<file path="src/rtl/lsga_pkg.sv">
// Constants shared by the line serialiser, gap adapter and clock recovery
package lsga_pkg;
    localparam int          CG_W      = 10;           // Code group width
    localparam int          OVS_W     = 2;            // Oversample counter width
    localparam logic [1:0]  OVS_LAST  = 2'h3;         // Four clocks per line bit
    localparam logic [1:0]  SAMPLE_PH = 2'h2;         // Mid-bit sample phase
    localparam logic [1:0]  RCLK_HI   = 2'h2;         // Recovered clock high below this phase
    localparam int          COMMA_W   = 7;
    localparam logic [6:0]  COMMA_CG  = 7'h1f;        // 1111100 in line order, first bit in bit 0
    localparam logic [3:0]  BIT_LAST  = 4'h9;
    localparam logic [3:0]  BIT_AFTER_COMMA = 4'h7;
    localparam logic [3:0]  BIT_ZERO  = 4'h0;
    localparam logic [9:0]  GAP_CG    = 10'h29f;      // Gap code group, starts with a comma
    localparam logic [9:0]  CG_ZERO   = 10'h000;
    typedef logic [CG_W-1:0] lsga_cg_t;
endpackage

</file>
<file path="src/rtl/lsga_bit_if.sv">
// Bit-level signals between the receive path and the clock recovery
`timescale 1ns/1ns
`default_nettype none
interface lsga_bit_if;
    logic line_in;
    logic bit_stb;
    logic bit_val;
    logic rclk;
    modport cdr  (input line_in, output bit_stb, output bit_val, output rclk);
    modport user (output line_in, input bit_stb, input bit_val, input rclk);
endinterface
`default_nettype wire

</file>
<file path="src/rtl/lsga_cdr.sv">
// Recovers bit timing and a recovered clock from the oversampled line
`timescale 1ns/1ns
`default_nettype none
module lsga_cdr
    import lsga_pkg::*;
(
    input  wire logic  clk_i,
    input  wire logic  resetn_i,
    lsga_bit_if.cdr    bit_if
);
    logic [OVS_W-1:0] ph_q;
    logic             prev_q;
    logic             stb_q;
    logic             val_q;
    logic             rclk_q;

    // ------------------------------------------------------------
    // Phase tracking
    // ------------------------------------------------------------
    always_ff @(posedge clk_i) begin
        if (!resetn_i) begin
            ph_q   <= '0;
            prev_q <= 1'b0;
        end else begin
            prev_q <= bit_if.line_in;
            if (bit_if.line_in != prev_q) begin
                ph_q <= '0;
            end else if (ph_q == OVS_LAST) begin
                ph_q <= '0;
            end else begin
                ph_q <= ph_q + 1'b1;
            end
        end
    end

    // ------------------------------------------------------------
    // Bit sample and recovered clock
    // ------------------------------------------------------------
    always_ff @(posedge clk_i) begin
        if (!resetn_i) begin
            stb_q  <= 1'b0;
            val_q  <= 1'b0;
            rclk_q <= 1'b0;
        end else begin
            stb_q  <= (ph_q == SAMPLE_PH) && (bit_if.line_in == prev_q);
            val_q  <= bit_if.line_in;
            rclk_q <= (ph_q < RCLK_HI);
        end
    end

    assign bit_if.bit_stb = stb_q;
    assign bit_if.bit_val = val_q;
    assign bit_if.rclk    = rclk_q;
endmodule
`default_nettype wire

</file>
<file path="src/rtl/lsga_top.sv">
// Line serialiser, deserialiser, comma aligner and gap adapter
// Function
// - Converts 10-bit code groups to a 1-bit line stream and back.
// - Every bit of each accepted code group goes onto the serial line.
// - Receive splits the line into code groups; boundary fixed only while enabled.
// - A recovered clock is regenerated from the received line transitions.
// - Transmit inserts gap code groups when no payload is waiting.
// - Receive removes gap code groups before passing data on.
// - Gap insertion and removal never reorder payload words; a payload word equal to GAP_CG is dropped.
// - Frame start pulses only on a comma seen while alignment is enabled.
`timescale 1ns/1ns
`default_nettype none
module lsga_top
    import lsga_pkg::*;
(
    input  wire logic             clk_i,
    input  wire logic             resetn_i,
    input  wire lsga_pkg::lsga_cg_t tx_codegroup_i,
    input  wire logic             tx_valid_i,
    output var  logic             tx_ready_o,
    output var  logic             line_serial_bitstream_o,
    input  wire logic             line_serial_bitstream_i,
    input  wire logic             align_enable_i,
    output var  lsga_pkg::lsga_cg_t rx_codegroup_o,
    output var  logic             rx_valid_o,
    output var  logic             frame_start_flag_o,
    output var  logic             recovered_clock_o
);
    import lsga_pkg::*;

    // ------------------------------------------------------------
    // Transmit holding word and serialiser
    // ------------------------------------------------------------
    lsga_cg_t         hold_q;
    logic             full_q;
    lsga_cg_t         sh_q;
    logic [3:0]       tx_bit_q;
    logic [OVS_W-1:0] tx_ph_q;
    logic             tx_bit_end;
    logic             tx_load;
    logic             tx_take;
    logic             full_d;

    assign tx_bit_end = (tx_ph_q == OVS_LAST);
    assign tx_load    = tx_bit_end && (tx_bit_q == BIT_LAST);
    assign tx_take    = tx_valid_i && tx_ready_o;
    assign full_d     = tx_take || (full_q && !tx_load);

    always_ff @(posedge clk_i) begin
        if (!resetn_i) begin
            hold_q     <= CG_ZERO;
            full_q     <= 1'b0;
            tx_ready_o <= 1'b0;
        end else begin
            if (tx_take) begin
                hold_q <= tx_codegroup_i;
            end
            full_q     <= full_d;
            tx_ready_o <= !full_d;
        end
    end

    always_ff @(posedge clk_i) begin
        if (!resetn_i) begin
            sh_q     <= GAP_CG;
            tx_bit_q <= BIT_ZERO;
            tx_ph_q  <= '0;
            line_serial_bitstream_o <= 1'b0;
        end else begin
            tx_ph_q <= tx_bit_end ? '0 : tx_ph_q + 1'b1;
            if (tx_load) begin
                sh_q     <= full_q ? hold_q : GAP_CG;
                tx_bit_q <= BIT_ZERO;
            end else if (tx_bit_end) begin
                sh_q     <= {1'b0, sh_q[CG_W-1:1]};
                tx_bit_q <= tx_bit_q + 1'b1;
            end
            line_serial_bitstream_o <= sh_q[0];
        end
    end

    // ------------------------------------------------------------
    // Clock recovery
    // ------------------------------------------------------------
    lsga_bit_if bit_if ();
    assign bit_if.line_in = line_serial_bitstream_i;

    lsga_cdr u_cdr (
        .clk_i    (clk_i),
        .resetn_i (resetn_i),
        .bit_if   (bit_if)
    );

    always_ff @(posedge clk_i) begin
        if (!resetn_i) begin
            recovered_clock_o <= 1'b0;
        end else begin
            recovered_clock_o <= bit_if.rclk;
        end
    end

    // ------------------------------------------------------------
    // Deserialiser and comma aligner
    // ------------------------------------------------------------
    lsga_cg_t   win_q;
    lsga_cg_t   win_d;
    logic [3:0] rx_bit_q;
    logic       comma_hit;

    assign win_d     = {bit_if.bit_val, win_q[CG_W-1:1]};
    assign comma_hit = (win_d[CG_W-1:CG_W-COMMA_W] == COMMA_CG);

    always_ff @(posedge clk_i) begin
        if (!resetn_i) begin
            win_q    <= CG_ZERO;
            rx_bit_q <= BIT_ZERO;
        end else if (bit_if.bit_stb) begin
            win_q <= win_d;
            if (comma_hit && align_enable_i) begin
                rx_bit_q <= BIT_AFTER_COMMA;
            end else if (rx_bit_q == BIT_LAST) begin
                rx_bit_q <= BIT_ZERO;
            end else begin
                rx_bit_q <= rx_bit_q + 1'b1;
            end
        end
    end

    always_ff @(posedge clk_i) begin
        if (!resetn_i) begin
            frame_start_flag_o <= 1'b0;
        end else begin
            frame_start_flag_o <= bit_if.bit_stb && comma_hit && align_enable_i;
        end
    end

    // ------------------------------------------------------------
    // Gap removal
    // ------------------------------------------------------------
    always_ff @(posedge clk_i) begin
        if (!resetn_i) begin
            rx_codegroup_o <= CG_ZERO;
            rx_valid_o     <= 1'b0;
        end else begin
            rx_valid_o <= 1'b0;
            if (bit_if.bit_stb && (rx_bit_q == BIT_LAST)
                && !(comma_hit && align_enable_i)) begin
                rx_codegroup_o <= win_d;
                rx_valid_o     <= (win_d != GAP_CG);
            end
        end
    end
endmodule
`default_nettype wire

</file>
<file path="config.mk">
export PLATFORM = sky130hd
export DESIGN_NAME = lsga_top
export DESIGN_NICKNAME = d
export VERILOG_FILES = /design/src/rtl/lsga_pkg.sv /design/src/rtl/lsga_bit_if.sv /design/src/rtl/lsga_cdr.sv /design/src/rtl/lsga_top.sv
export SDC_FILE = /design/constraint.sdc
export NUM_CORES = 1
export LEC_CHECK = 0
export ABC_AREA = 1
export BUFFER_PORTS_ARGS = -buffer_cell sky130_fd_sc_hd__buf_2
export CAP_MARGIN = 5
export CORE_MARGIN = 1
export CORE_UTILIZATION = 40
export DETAILED_ROUTE_END_ITERATION = 16
export MAX_ROUTING_LAYER = met4
export PLACE_DENSITY = 0.63
export SYNTH_ARGS = -nofsm -noshare
export SYNTH_HDL_FRONTEND = slang
export SYNTH_SLANG_ARGS = --single-unit
</file>
<file path="constraint.sdc">
create_clock -name clk_i -period 1.6 [get_ports clk_i]
set_input_delay 0.08 -clock clk_i [delete_from_list [all_inputs] [get_ports clk_i]]
set_output_delay 0.08 -clock clk_i [all_outputs]
set_load 0.02 [all_outputs]
</file>
==> results of run 1 <==
power by group through the flow:
stage          registers [uW]  clock network [uW]  logic [uW]
2_1_floorplan            1620                   0         138
3_3_place_gp             1620                   0         206
3_5_place_dp             1620                   0         208
4_1_cts                  1590                1220         222
5_1_grt                  1600                1290         252
6_report                 1590                1180         220
how the worst min path moves through the flow:
stage                                  startpoint            to
final                           tx_codegroup_i[9]     hold_q[9]
after global routing            tx_codegroup_i[9]     hold_q[9]
after CTS                       tx_codegroup_i[4]     hold_q[4]
after detailed placement  line_serial_bitstream_i  u_cdr.prev_q
after global placement    line_serial_bitstream_i  u_cdr.prev_q
after floorplan           line_serial_bitstream_i  u_cdr.prev_q
repair_timing:
| item | 4_1_cts | 5_1_grt |
|---|---|---|
| endpoints found under the hold margin | 7 | 0 |
| buffers inserted | 0 | 0 |
| hold buffers | 7 | 0 |
synth_stat cells:
library cell,n
a21oi_1,32
a21oi_2,2
and2_1,1
buf_1,2
buf_2,4
buf_6,4
bufinv_8,1
clkbuf_1,4
clkinv_1,1
dfxtp_1,60
ha_1,5
inv_1,29
inv_2,7
nand2_1,45
nand2_2,2
nand3_1,25
nand3_2,1
nand4_1,3
nor2_1,43
nor2_2,3
nor2_4,1
nor3_1,1
nor3b_1,1
nor4_1,1
o211ai_1,3
o21ai_0,15
o21ai_1,18
or2_1,2
xor2_1,1
layout make-up:
| class | instances | share of cell area, % |
|---|---|---|
| tap | 75 | 3.24 |
| timing repair buffer | 42 | 9.42 |
| multi-input combinational | 205 | 34.6 |
| clock buffer | 14 | 5.62 |
| clock inverter | 1 | 0.259 |
| sequential | 60 | 41.5 |
| inverter | 38 | 5.40 |
routing by layer:
| metal | vias to the layer above | GRT usage (%) | part of all wire [%] |
|---|---|---|---|
| met1 | 939 | 21.4 | 50 |
| met4 | 0 | 11.1 | 2.9 |
| met3 | 12 | 3.52 | 3.5 |
| met2 | 33 | 24.1 | 43 |
| met5 | - | - | 0 |
| li1 | 1102 | - | - |
flip-flops by register name, indices dropped and copies added, names as in the netlist:
signal                   count
frame_start_flag_o           1
full_q                       1
hold_q                      10
line_serial_bitstream_o      1
recovered_clock_o            1
rx_bit_q                     4
rx_codegroup_o              10
rx_valid_o                   1
sh_q                        10
tx_bit_q                     4
tx_ph_q                      2
tx_ready_o                   1
u_cdr.bit_if.bit_stb         1
u_cdr.bit_if.rclk            1
u_cdr.ph_q                   2
u_cdr.prev_q                 1
win_q                        9
stage by stage:
step	total power [uW]	hold slack (ps)	util [%]	cells
finish	2990	0.223	48.9	435
floorplan	1760	178	-	317
CTS	3030	1.55	48.9	435
detailed placement	1830	307	44.8	413
global route	3140	16.8	48.9	435
global placement	1830	301	44.8	413
cells by family after synthesis:
| kind of cell | synth area share [%] |
|---|---|
| compound gates | 14.9 |
| fa+ha+maj | 2.56 |
| simple gates | 23.1 |
| xor+xnor | 0.358 |
| buf+inv | 9.97 |
| flops | 49.1 |
tightest hold or removal path: cells and delay by family:
family          cells  cell delay [ps]
compound gates      1               60
simple gates        1               80
buf+inv             1               80
==> impl_metrics.yaml, run 1 <==
sta:
  finalCriticalPeriod_ps: 1400
  timing.final.crit_share_pct: 87.3
  fin_skew_ps: 6.35
  rsz0062_at_grt: "no"
  relSlewSlack_pct: 71.5
  finalMaxSlewViolations: 0
  tightest_slew_ps: 425
  final_hold_viol_count: 0
  finalSetupTns_ps: 0
  final-setup-viol-count: 0
  fmax_mhz: 716
  worst_slack_ps: 203
place:
  port_buffers: 29
  dp_hpwl_microns: 3360
  pre_cts_slack_ps: 205
  gp_congestion: 0.816
  placed_area_sq_um: 2660
final_layout:
  fill_cells: 621
  drive_gt1_share_pct: 17.8
  multi_input_area_sq_um: 1000
  final-seq-area_sq_um: 1200
  syn_to_final_growth_pct: 18.4
  final_common_cell: "dfxtp_1"
  finalInstanceArea_sq_um: 2900
  fin_nets: 376
  final_cell_mix: "60 x dfxtp_1, 45 x nand2_1, 43 x nor2_1"
  diodes: 0
pwr:
  ir_drop_v: 0.000432
  pwr-share-comb_pct: 7.3
  internal-power_uw: 2290
  p_switching_uw: 697
  seqPwrFrac_pct: 53.1
  p_clk_share_pct: 39.5
  p_sw_share_pct: 23.3
  p_leak_uw: 0.00122
  powerDensity_nw_per_um2: 1030
synth:
  synth-seq-cells: 60
  synth_cells: 317
  synthesis.area_sq_um: 2450
  yosys.area.top_type: "dfxtp_1"
  syn_nets: 337
  avgSynthCellArea_sq_um: 7.72
  ys_seq_area_share_pct: 49.1
  yosys.area.top_type_share_pct: 49.1
  synthTopCellsByArea: "dfxtp_1 49%, nand2_1 6.9%, nor2_1 6.6%"
  netlist-cell-type-count: 29
  ys_warn_count: 0
setup_path:
  max_stage_delay_ps: 330
  r2r_setup_slack_ps: 200
  cp_max_fo: 10
  worstSetupPathType: "flop to flop"
  path_buf_inv: 1
  r2r-start: "tx_ph_q[0]"
  critPathCaptureType: "flop"
  crit_family: "simple AND/OR/NAND/NOR gates"
  path_cells: "ha_1 -> nand3_1 -> inv_2 -> nand2_1 -> nand3_1 -> o21ai_1"
  cp_data_required_time_ps: 1830
  cp_slowest_cell: "dfxtp_1"
  cp_common_cell: "nand3_1"
  reg2reg_depth: 6
  crit_start: "tx_ph_q[0]"
  reg2reg_to: "sh_q[5]"
  crit_arrival_ps: 1620
  endpoint: "sh_q[5]"
  start_kind: "flop"
  crit_cells: 6
clock_network:
  cts_tree: "yes"
  clock_latency_ps: 330
  cts_made_buffers: 9
  path_clk_slew_ps: 60
  htreeDepth: 3
  clock_sinks: 60
  root_buffer: "clkbuf_8"
  ctsResizeCount: 0
  cts_buffer_depth: 2
floorplan:
  dieHeight_microns: 80.2
  die_width_microns: 80.2
  rows: 28
  initial_utilization_pct: 41.3
  io_pins: 30
  die-area_sq_um: 6430
  core_region_area_sq_um: 5920
drt:
  first_iter_violations: 105
  wl_per_cell_microns: 11.3
  wirelength_microns: 4900
  drt_first_pass_iters: 4
  via_count: 2086
  viasPerCell: 4.80
  drtAntennaViolNets: 0
  drc: 0
global_routing:
  grt_max_degree: 42
  track_usage_pct: 16.9
  overflow: 0
  grt_pass1_vias: 1841
  antenna_found_initial: 0
  grt_pass1_wl_microns: 7960
run_status:
  status: "finished clean"
run:
  drv_cap: 0
min_path:
  min_path_type: "primary input to flop"
  hold-path-cell-count: 3
Note: power is estimated with default switching activity, not from simulation.
==> inputs of run 2 (changes only) <==
==> constraint.sdc (replaced) <==
create_clock -name clk_i -period 1.6 [get_ports clk_i]
set_input_delay 0.16 -clock clk_i [delete_from_list [all_inputs] [get_ports clk_i]]
set_output_delay 0.16 -clock clk_i [all_outputs]
set_load 0.02 [all_outputs]
==> run 2 against run 1 <==
Maximum frequency down 3.0%. Hold slack improved by 32 ps. Register-to-register slack lost 40 ps. Die area unchanged. Sequential power about the same. Clock skew about the same.
==> impl_metrics.yaml, run 2 (synthesized netlist as in run 1, its figures left out) <==
clock_network:
  cts_made_buffers: 9
  ctsResizeCount: 0
  path_clk_slew_ps: 70
  htreeDepth: 3
  cts_tree: "yes"
  ctsHoldBuffers: 0
  cts_buffer_depth: 2
  root_buffer: "clkbuf_8"
  clock_sinks: 60
  clock_latency_ps: 340
  cts_setup_buffers: 0
setup_path:
  cp_slowest_cell: "dfxtp_1"
  max_stage_delay_ps: 340
  crit_family: "simple AND/OR/NAND/NOR gates"
  cp_max_fo: 10
  path_cells: "ha_1 -> nand3_1 -> inv_2 -> nand2_1 -> nand3_1 -> o21ai_1"
  start_kind: "flop"
  cp_data_required_time_ps: 1830
  cp_common_cell: "nand3_1"
  crit_arrival_ps: 1670
  r2r-start: "tx_ph_q[0]"
  worstSetupPathType: "flop to flop"
  path_buf_inv: 1
  reg2reg_depth: 6
  critPathCaptureType: "flop"
  r2r_setup_slack_ps: 160
  reg2reg_to: "sh_q[6]"
floorplan:
  die-area_sq_um: 6430
  dieHeight_microns: 80.2
  core_region_area_sq_um: 5920
  initial_utilization_pct: 41.3
  io_pins: 30
  rows: 28
  die_width_microns: 80.2
place:
  dp.cells: 413
  dp_hpwl_microns: 3390
  port_buffers: 29
  gp_congestion: 0.815
pwr:
  ir_drop_v: 0.000524
  powerDensity_nw_per_um2: 1180
  p_leak_uw: 0.00122
  fin_total_pwr_uw: 3400
sta:
  fin_skew_ps: 6.80
  whs_ps: 32.4
  final_hold_viol_count: 0
  timing.final.crit_share_pct: 90.0
  tightest_slew_ps: 438
  finalCriticalPeriod_ps: 1440
  rsz0062_at_grt: "no"
  final-setup-viol-count: 0
  fmax_mhz: 694
  finalMaxSlewViolations: 0
  finalSetupTns_ps: 0
  relSlewSlack_pct: 70.7
final_layout:
  fill_cells: 582
  diodes: 0
  fin_nets: 369
  syn_to_final_growth_pct: 18.0
  drive_gt1_share_pct: 18.6
  final_cell_mix: "60 x dfxtp_1, 45 x nand2_1, 43 x nor2_1"
  top_regs: "hold_q: 10 flops, rx_codegroup_o: 10 flops, sh_q: 10 flops"
  final_cells: 429
  utilization_pct: 48.8
  final_common_cell: "dfxtp_1"
global_routing:
  track_usage_pct: 17.3
  grt_pass1_vias: 1844
  grt_max_degree: 42
  grt_pass1_wl_microns: 8140
  antenna_found_initial: 0
  overflow: 0
min_path:
  min_path_type: "primary input to flop"
  worstHoldStart: "line_serial_bitstream_i"
  hold-path-cell-count: 3
  min_to: "u_cdr.prev_q"
drt:
  viasPerCell: 4.77
  drt_first_pass_iters: 4
  drc: 0
  first_iter_violations: 150
  wirelength_microns: 4890
  wl_per_cell_microns: 11.4
  via_count: 2046
  drtAntennaViolNets: 0
run_status:
  status: "finished clean"
run:
  drv_cap: 0
[run 2: report_power, final]
group          total [uW]  internal, uW  switching, uW
clock network        1610          1030            578
logic                 207          84.5            122
registers            1590          1560           32.1
[run 2: how the worst max path moves through the flow]
stage / start / end / slack [ps] / depth (start not counted)
2_1_floorplan: tx_ph_q[0] / sh_q[8] / 490 / 6
3_3_place_gp: tx_ph_q[0] / sh_q[5] / 200 / 6
3_5_place_dp: tx_ph_q[0] / sh_q[6] / 190 / 6
4_1_cts: tx_ph_q[0] / sh_q[6] / 170 / 6
5_1_grt: tx_ph_q[0] / sh_q[5] / 20 / 6
6_report: tx_ph_q[0] / sh_q[6] / 160 / 6
[run 2: metrics by stage]
step	cell area (sq um)	setup slack (ps)
detailed placement	2660	189
global placement	2660	202
CTS	2890	167
finish	2890	160
floorplan	2450	491
global route	2890	24.7
[run 2: cell type report]
cell class	count	area [sq um]	share of cell area, %
Clock inverter	5	100	3.47
Tap cell	75	93.8	3.25
Inverter	38	156	5.42
Multi-Input combinational cell	205	1000	34.7
Sequential cell	60	1200	41.6
Clock buffer	11	131	4.55
Timing Repair Buffer	35	203	7.02
[run 2: tightest hold or removal path, cell delays in order]
cell and delay (ps):
buf_2 100, nand2_1 50, inv_1 40
[run 2: per-layer routing]
metal	global-route usage [%]	wire, microns	vias to the layer above
met5	-	0	-
li1	-	-	1091
met3	3.75	145	11
met1	22.1	2520	916
met2	24.6	2100	28
met4	10.7	130	0
==> inputs of run 3 (changes only) <==
Settings changed: BUFFER_PORTS_ARGS -buffer_cell sky130_fd_sc_hd__buf_2 to unset, DONT_BUFFER_PORTS set to 1, PLACE_DENSITY 0.63 to 0.59.
==> run 3 against run 2 <==
Design area decreased by 3.0%. Critical path depth rose by 1. Setup slack better by 85 ps. Register-to-register slack gained 80 ps.
==> impl_metrics.yaml, run 3 (synthesized netlist as in run 1, its figures left out) <==
run_status:
  status: "finished clean"
sta:
  finalCriticalPeriod_ps: 1360
  fin_skew_ps: 5.94
  fmax_mhz: 738
  tightest_slew_ps: 429
  finalMaxSlewViolations: 0
  timing.final.crit_share_pct: 84.7
  final_hold_viol_count: 0
  relSlewSlack_pct: 71.3
  rsz0062_at_grt: "no"
  final-setup-viol-count: 0
  finalSetupTns_ps: 0
  whs_ps: 12.1
setup_path:
  endpoint: "rx_codegroup_o[7]"
  cp_max_fo: 16
  r2r_setup_slack_ps: 240
  critPathCaptureType: "flop"
  reg2reg_depth: 7
  cp_data_required_time_ps: 1870
  reg2reg_to: "rx_codegroup_o[7]"
  r2r-start: "rx_bit_q[3]"
  worstSetupPathType: "flop to flop"
  crit_start: "rx_bit_q[3]"
  start_kind: "flop"
  crit_arrival_ps: 1630
clock_network:
  clock_latency_ps: 330
  cts_made_buffers: 9
  root_buffer: "clkbuf_8"
  cts_buffer_depth: 2
  ctsHoldBuffers: 10
  ctsResizeCount: 0
  path_clk_slew_ps: 70
  clock_sinks: 60
  htreeDepth: 3
  cts_setup_buffers: 0
  cts_tree: "yes"
final_layout:
  final_common_cell: "dfxtp_1"
  finalInstanceArea_sq_um: 2800
  diodes: 0
  syn_to_final_growth_pct: 14.5
  drive_gt1_share_pct: 11.6
  fin_nets: 350
  final_cell_mix: "60 x dfxtp_1, 45 x nand2_1, 43 x nor2_1"
  top_regs: "hold_q: 10 flops, rx_codegroup_o: 10 flops, sh_q: 10 flops"
  utilization_pct: 47.3
min_path:
  min_path_type: "primary input to flop"
pwr:
  internal-power_uw: 2360
  p_clk_share_pct: 42.6
  seqPwrFrac_pct: 51.3
  pwr-share-comb_pct: 6.2
  p_switching_uw: 759
  powerDensity_nw_per_um2: 1110
  p_sw_share_pct: 24.3
  ir_drop_v: 0.000429
  fin_total_pwr_uw: 3120
  p_leak_uw: 0.00111
floorplan:
  io_pins: 30
  rows: 28
  die_width_microns: 80.2
  dieHeight_microns: 80.2
  core_region_area_sq_um: 5920
  initial_utilization_pct: 41.3
  die-area_sq_um: 6430
global_routing:
  grt_pass1_wl_microns: 8090
  grt_max_degree: 38
  antenna_found_initial: 0
  overflow: 0
  track_usage_pct: 17.2
  grt_pass1_vias: 1803
drt:
  wl_per_cell_microns: 11.8
  drc: 0
  drtAntennaViolNets: 0
  first_iter_violations: 77
  wirelength_microns: 4840
  via_count: 1990
  drt_first_pass_iters: 4
  viasPerCell: 4.85
run:
  drv_cap: 0
place:
  port_buffers: 0
  dp_hpwl_microns: 3250
  placed_area_sq_um: 2500
  gp_congestion: 0.753
[run 3: cell types whose count changed in the layout (fill, tap and decap cells not counted)]
cell           change
buf_2             -29
buf_4              +1
bufinv_16          -2
clkbuf_1           -1
clkinv_4           +2
clkinvlp_4         +1
dlygate4sd3_1      +9
[run 3: metal layers]
metal	track usage, %	part of all wire (%)
met1	21.6	51
met2	24.8	43
met3	5.91	4.7
met4	7.50	1.8
met5	-	0
[run 3: power by group through the flow]
stage / sequential (uW) / combinational [uW] / clock [uW]
2_1_floorplan: 1620 / 138 / 0
3_3_place_gp: 1630 / 155 / 0
3_5_place_dp: 1630 / 158 / 0
4_1_cts: 1600 / 194 / 1360
5_1_grt: 1610 / 220 / 1440
6_report: 1600 / 192 / 1330
[run 3: final cells by class]
type                            count  area [sq um]
Clock buffer                       10           128
Clock inverter                      6          65.1
Multi-Input combinational cell    205          1000
Timing Repair Buffer               16           155
Tap cell                           75          93.8
Fill cell                         585          3120
Inverter                           38           156
Sequential cell                    60          1200
[run 3: metrics by stage]
| stage | setup WS [ps] | instances |
|---|---|---|
| 6_report | 244 | 410 |
| 5_1_grt | 82.3 | 410 |
| 4_1_cts | 252 | 410 |
| 3_5_place_dp | 258 | 384 |
| 3_3_place_gp | 283 | 384 |
| 2_1_floorplan | 491 | 317 |
[run 3: worst min-delay path by stage]
stage / start / end / slack [ps] / cells past startpoint
after floorplan: line_serial_bitstream_i / u_cdr.prev_q / 260 / 2
after global placement: resetn_i / u_cdr.prev_q / 260 / 2
after detailed placement: resetn_i / u_cdr.prev_q / 260 / 2
after CTS: tx_codegroup_i[5] / hold_q[5] / 4 / 2
after global routing: tx_codegroup_i[5] / hold_q[5] / 10 / 2
final: tx_codegroup_i[3] / hold_q[3] / 10 / 2
[run 3: worst max-delay path, stage by stage, from the launching register on]
cell     delay, ps
dfxtp_1        390
nand2_1        130
inv_2           70
nand2_2         50
nor2_4         290
buf_4          200
a21oi_1         60
nor2_1         110
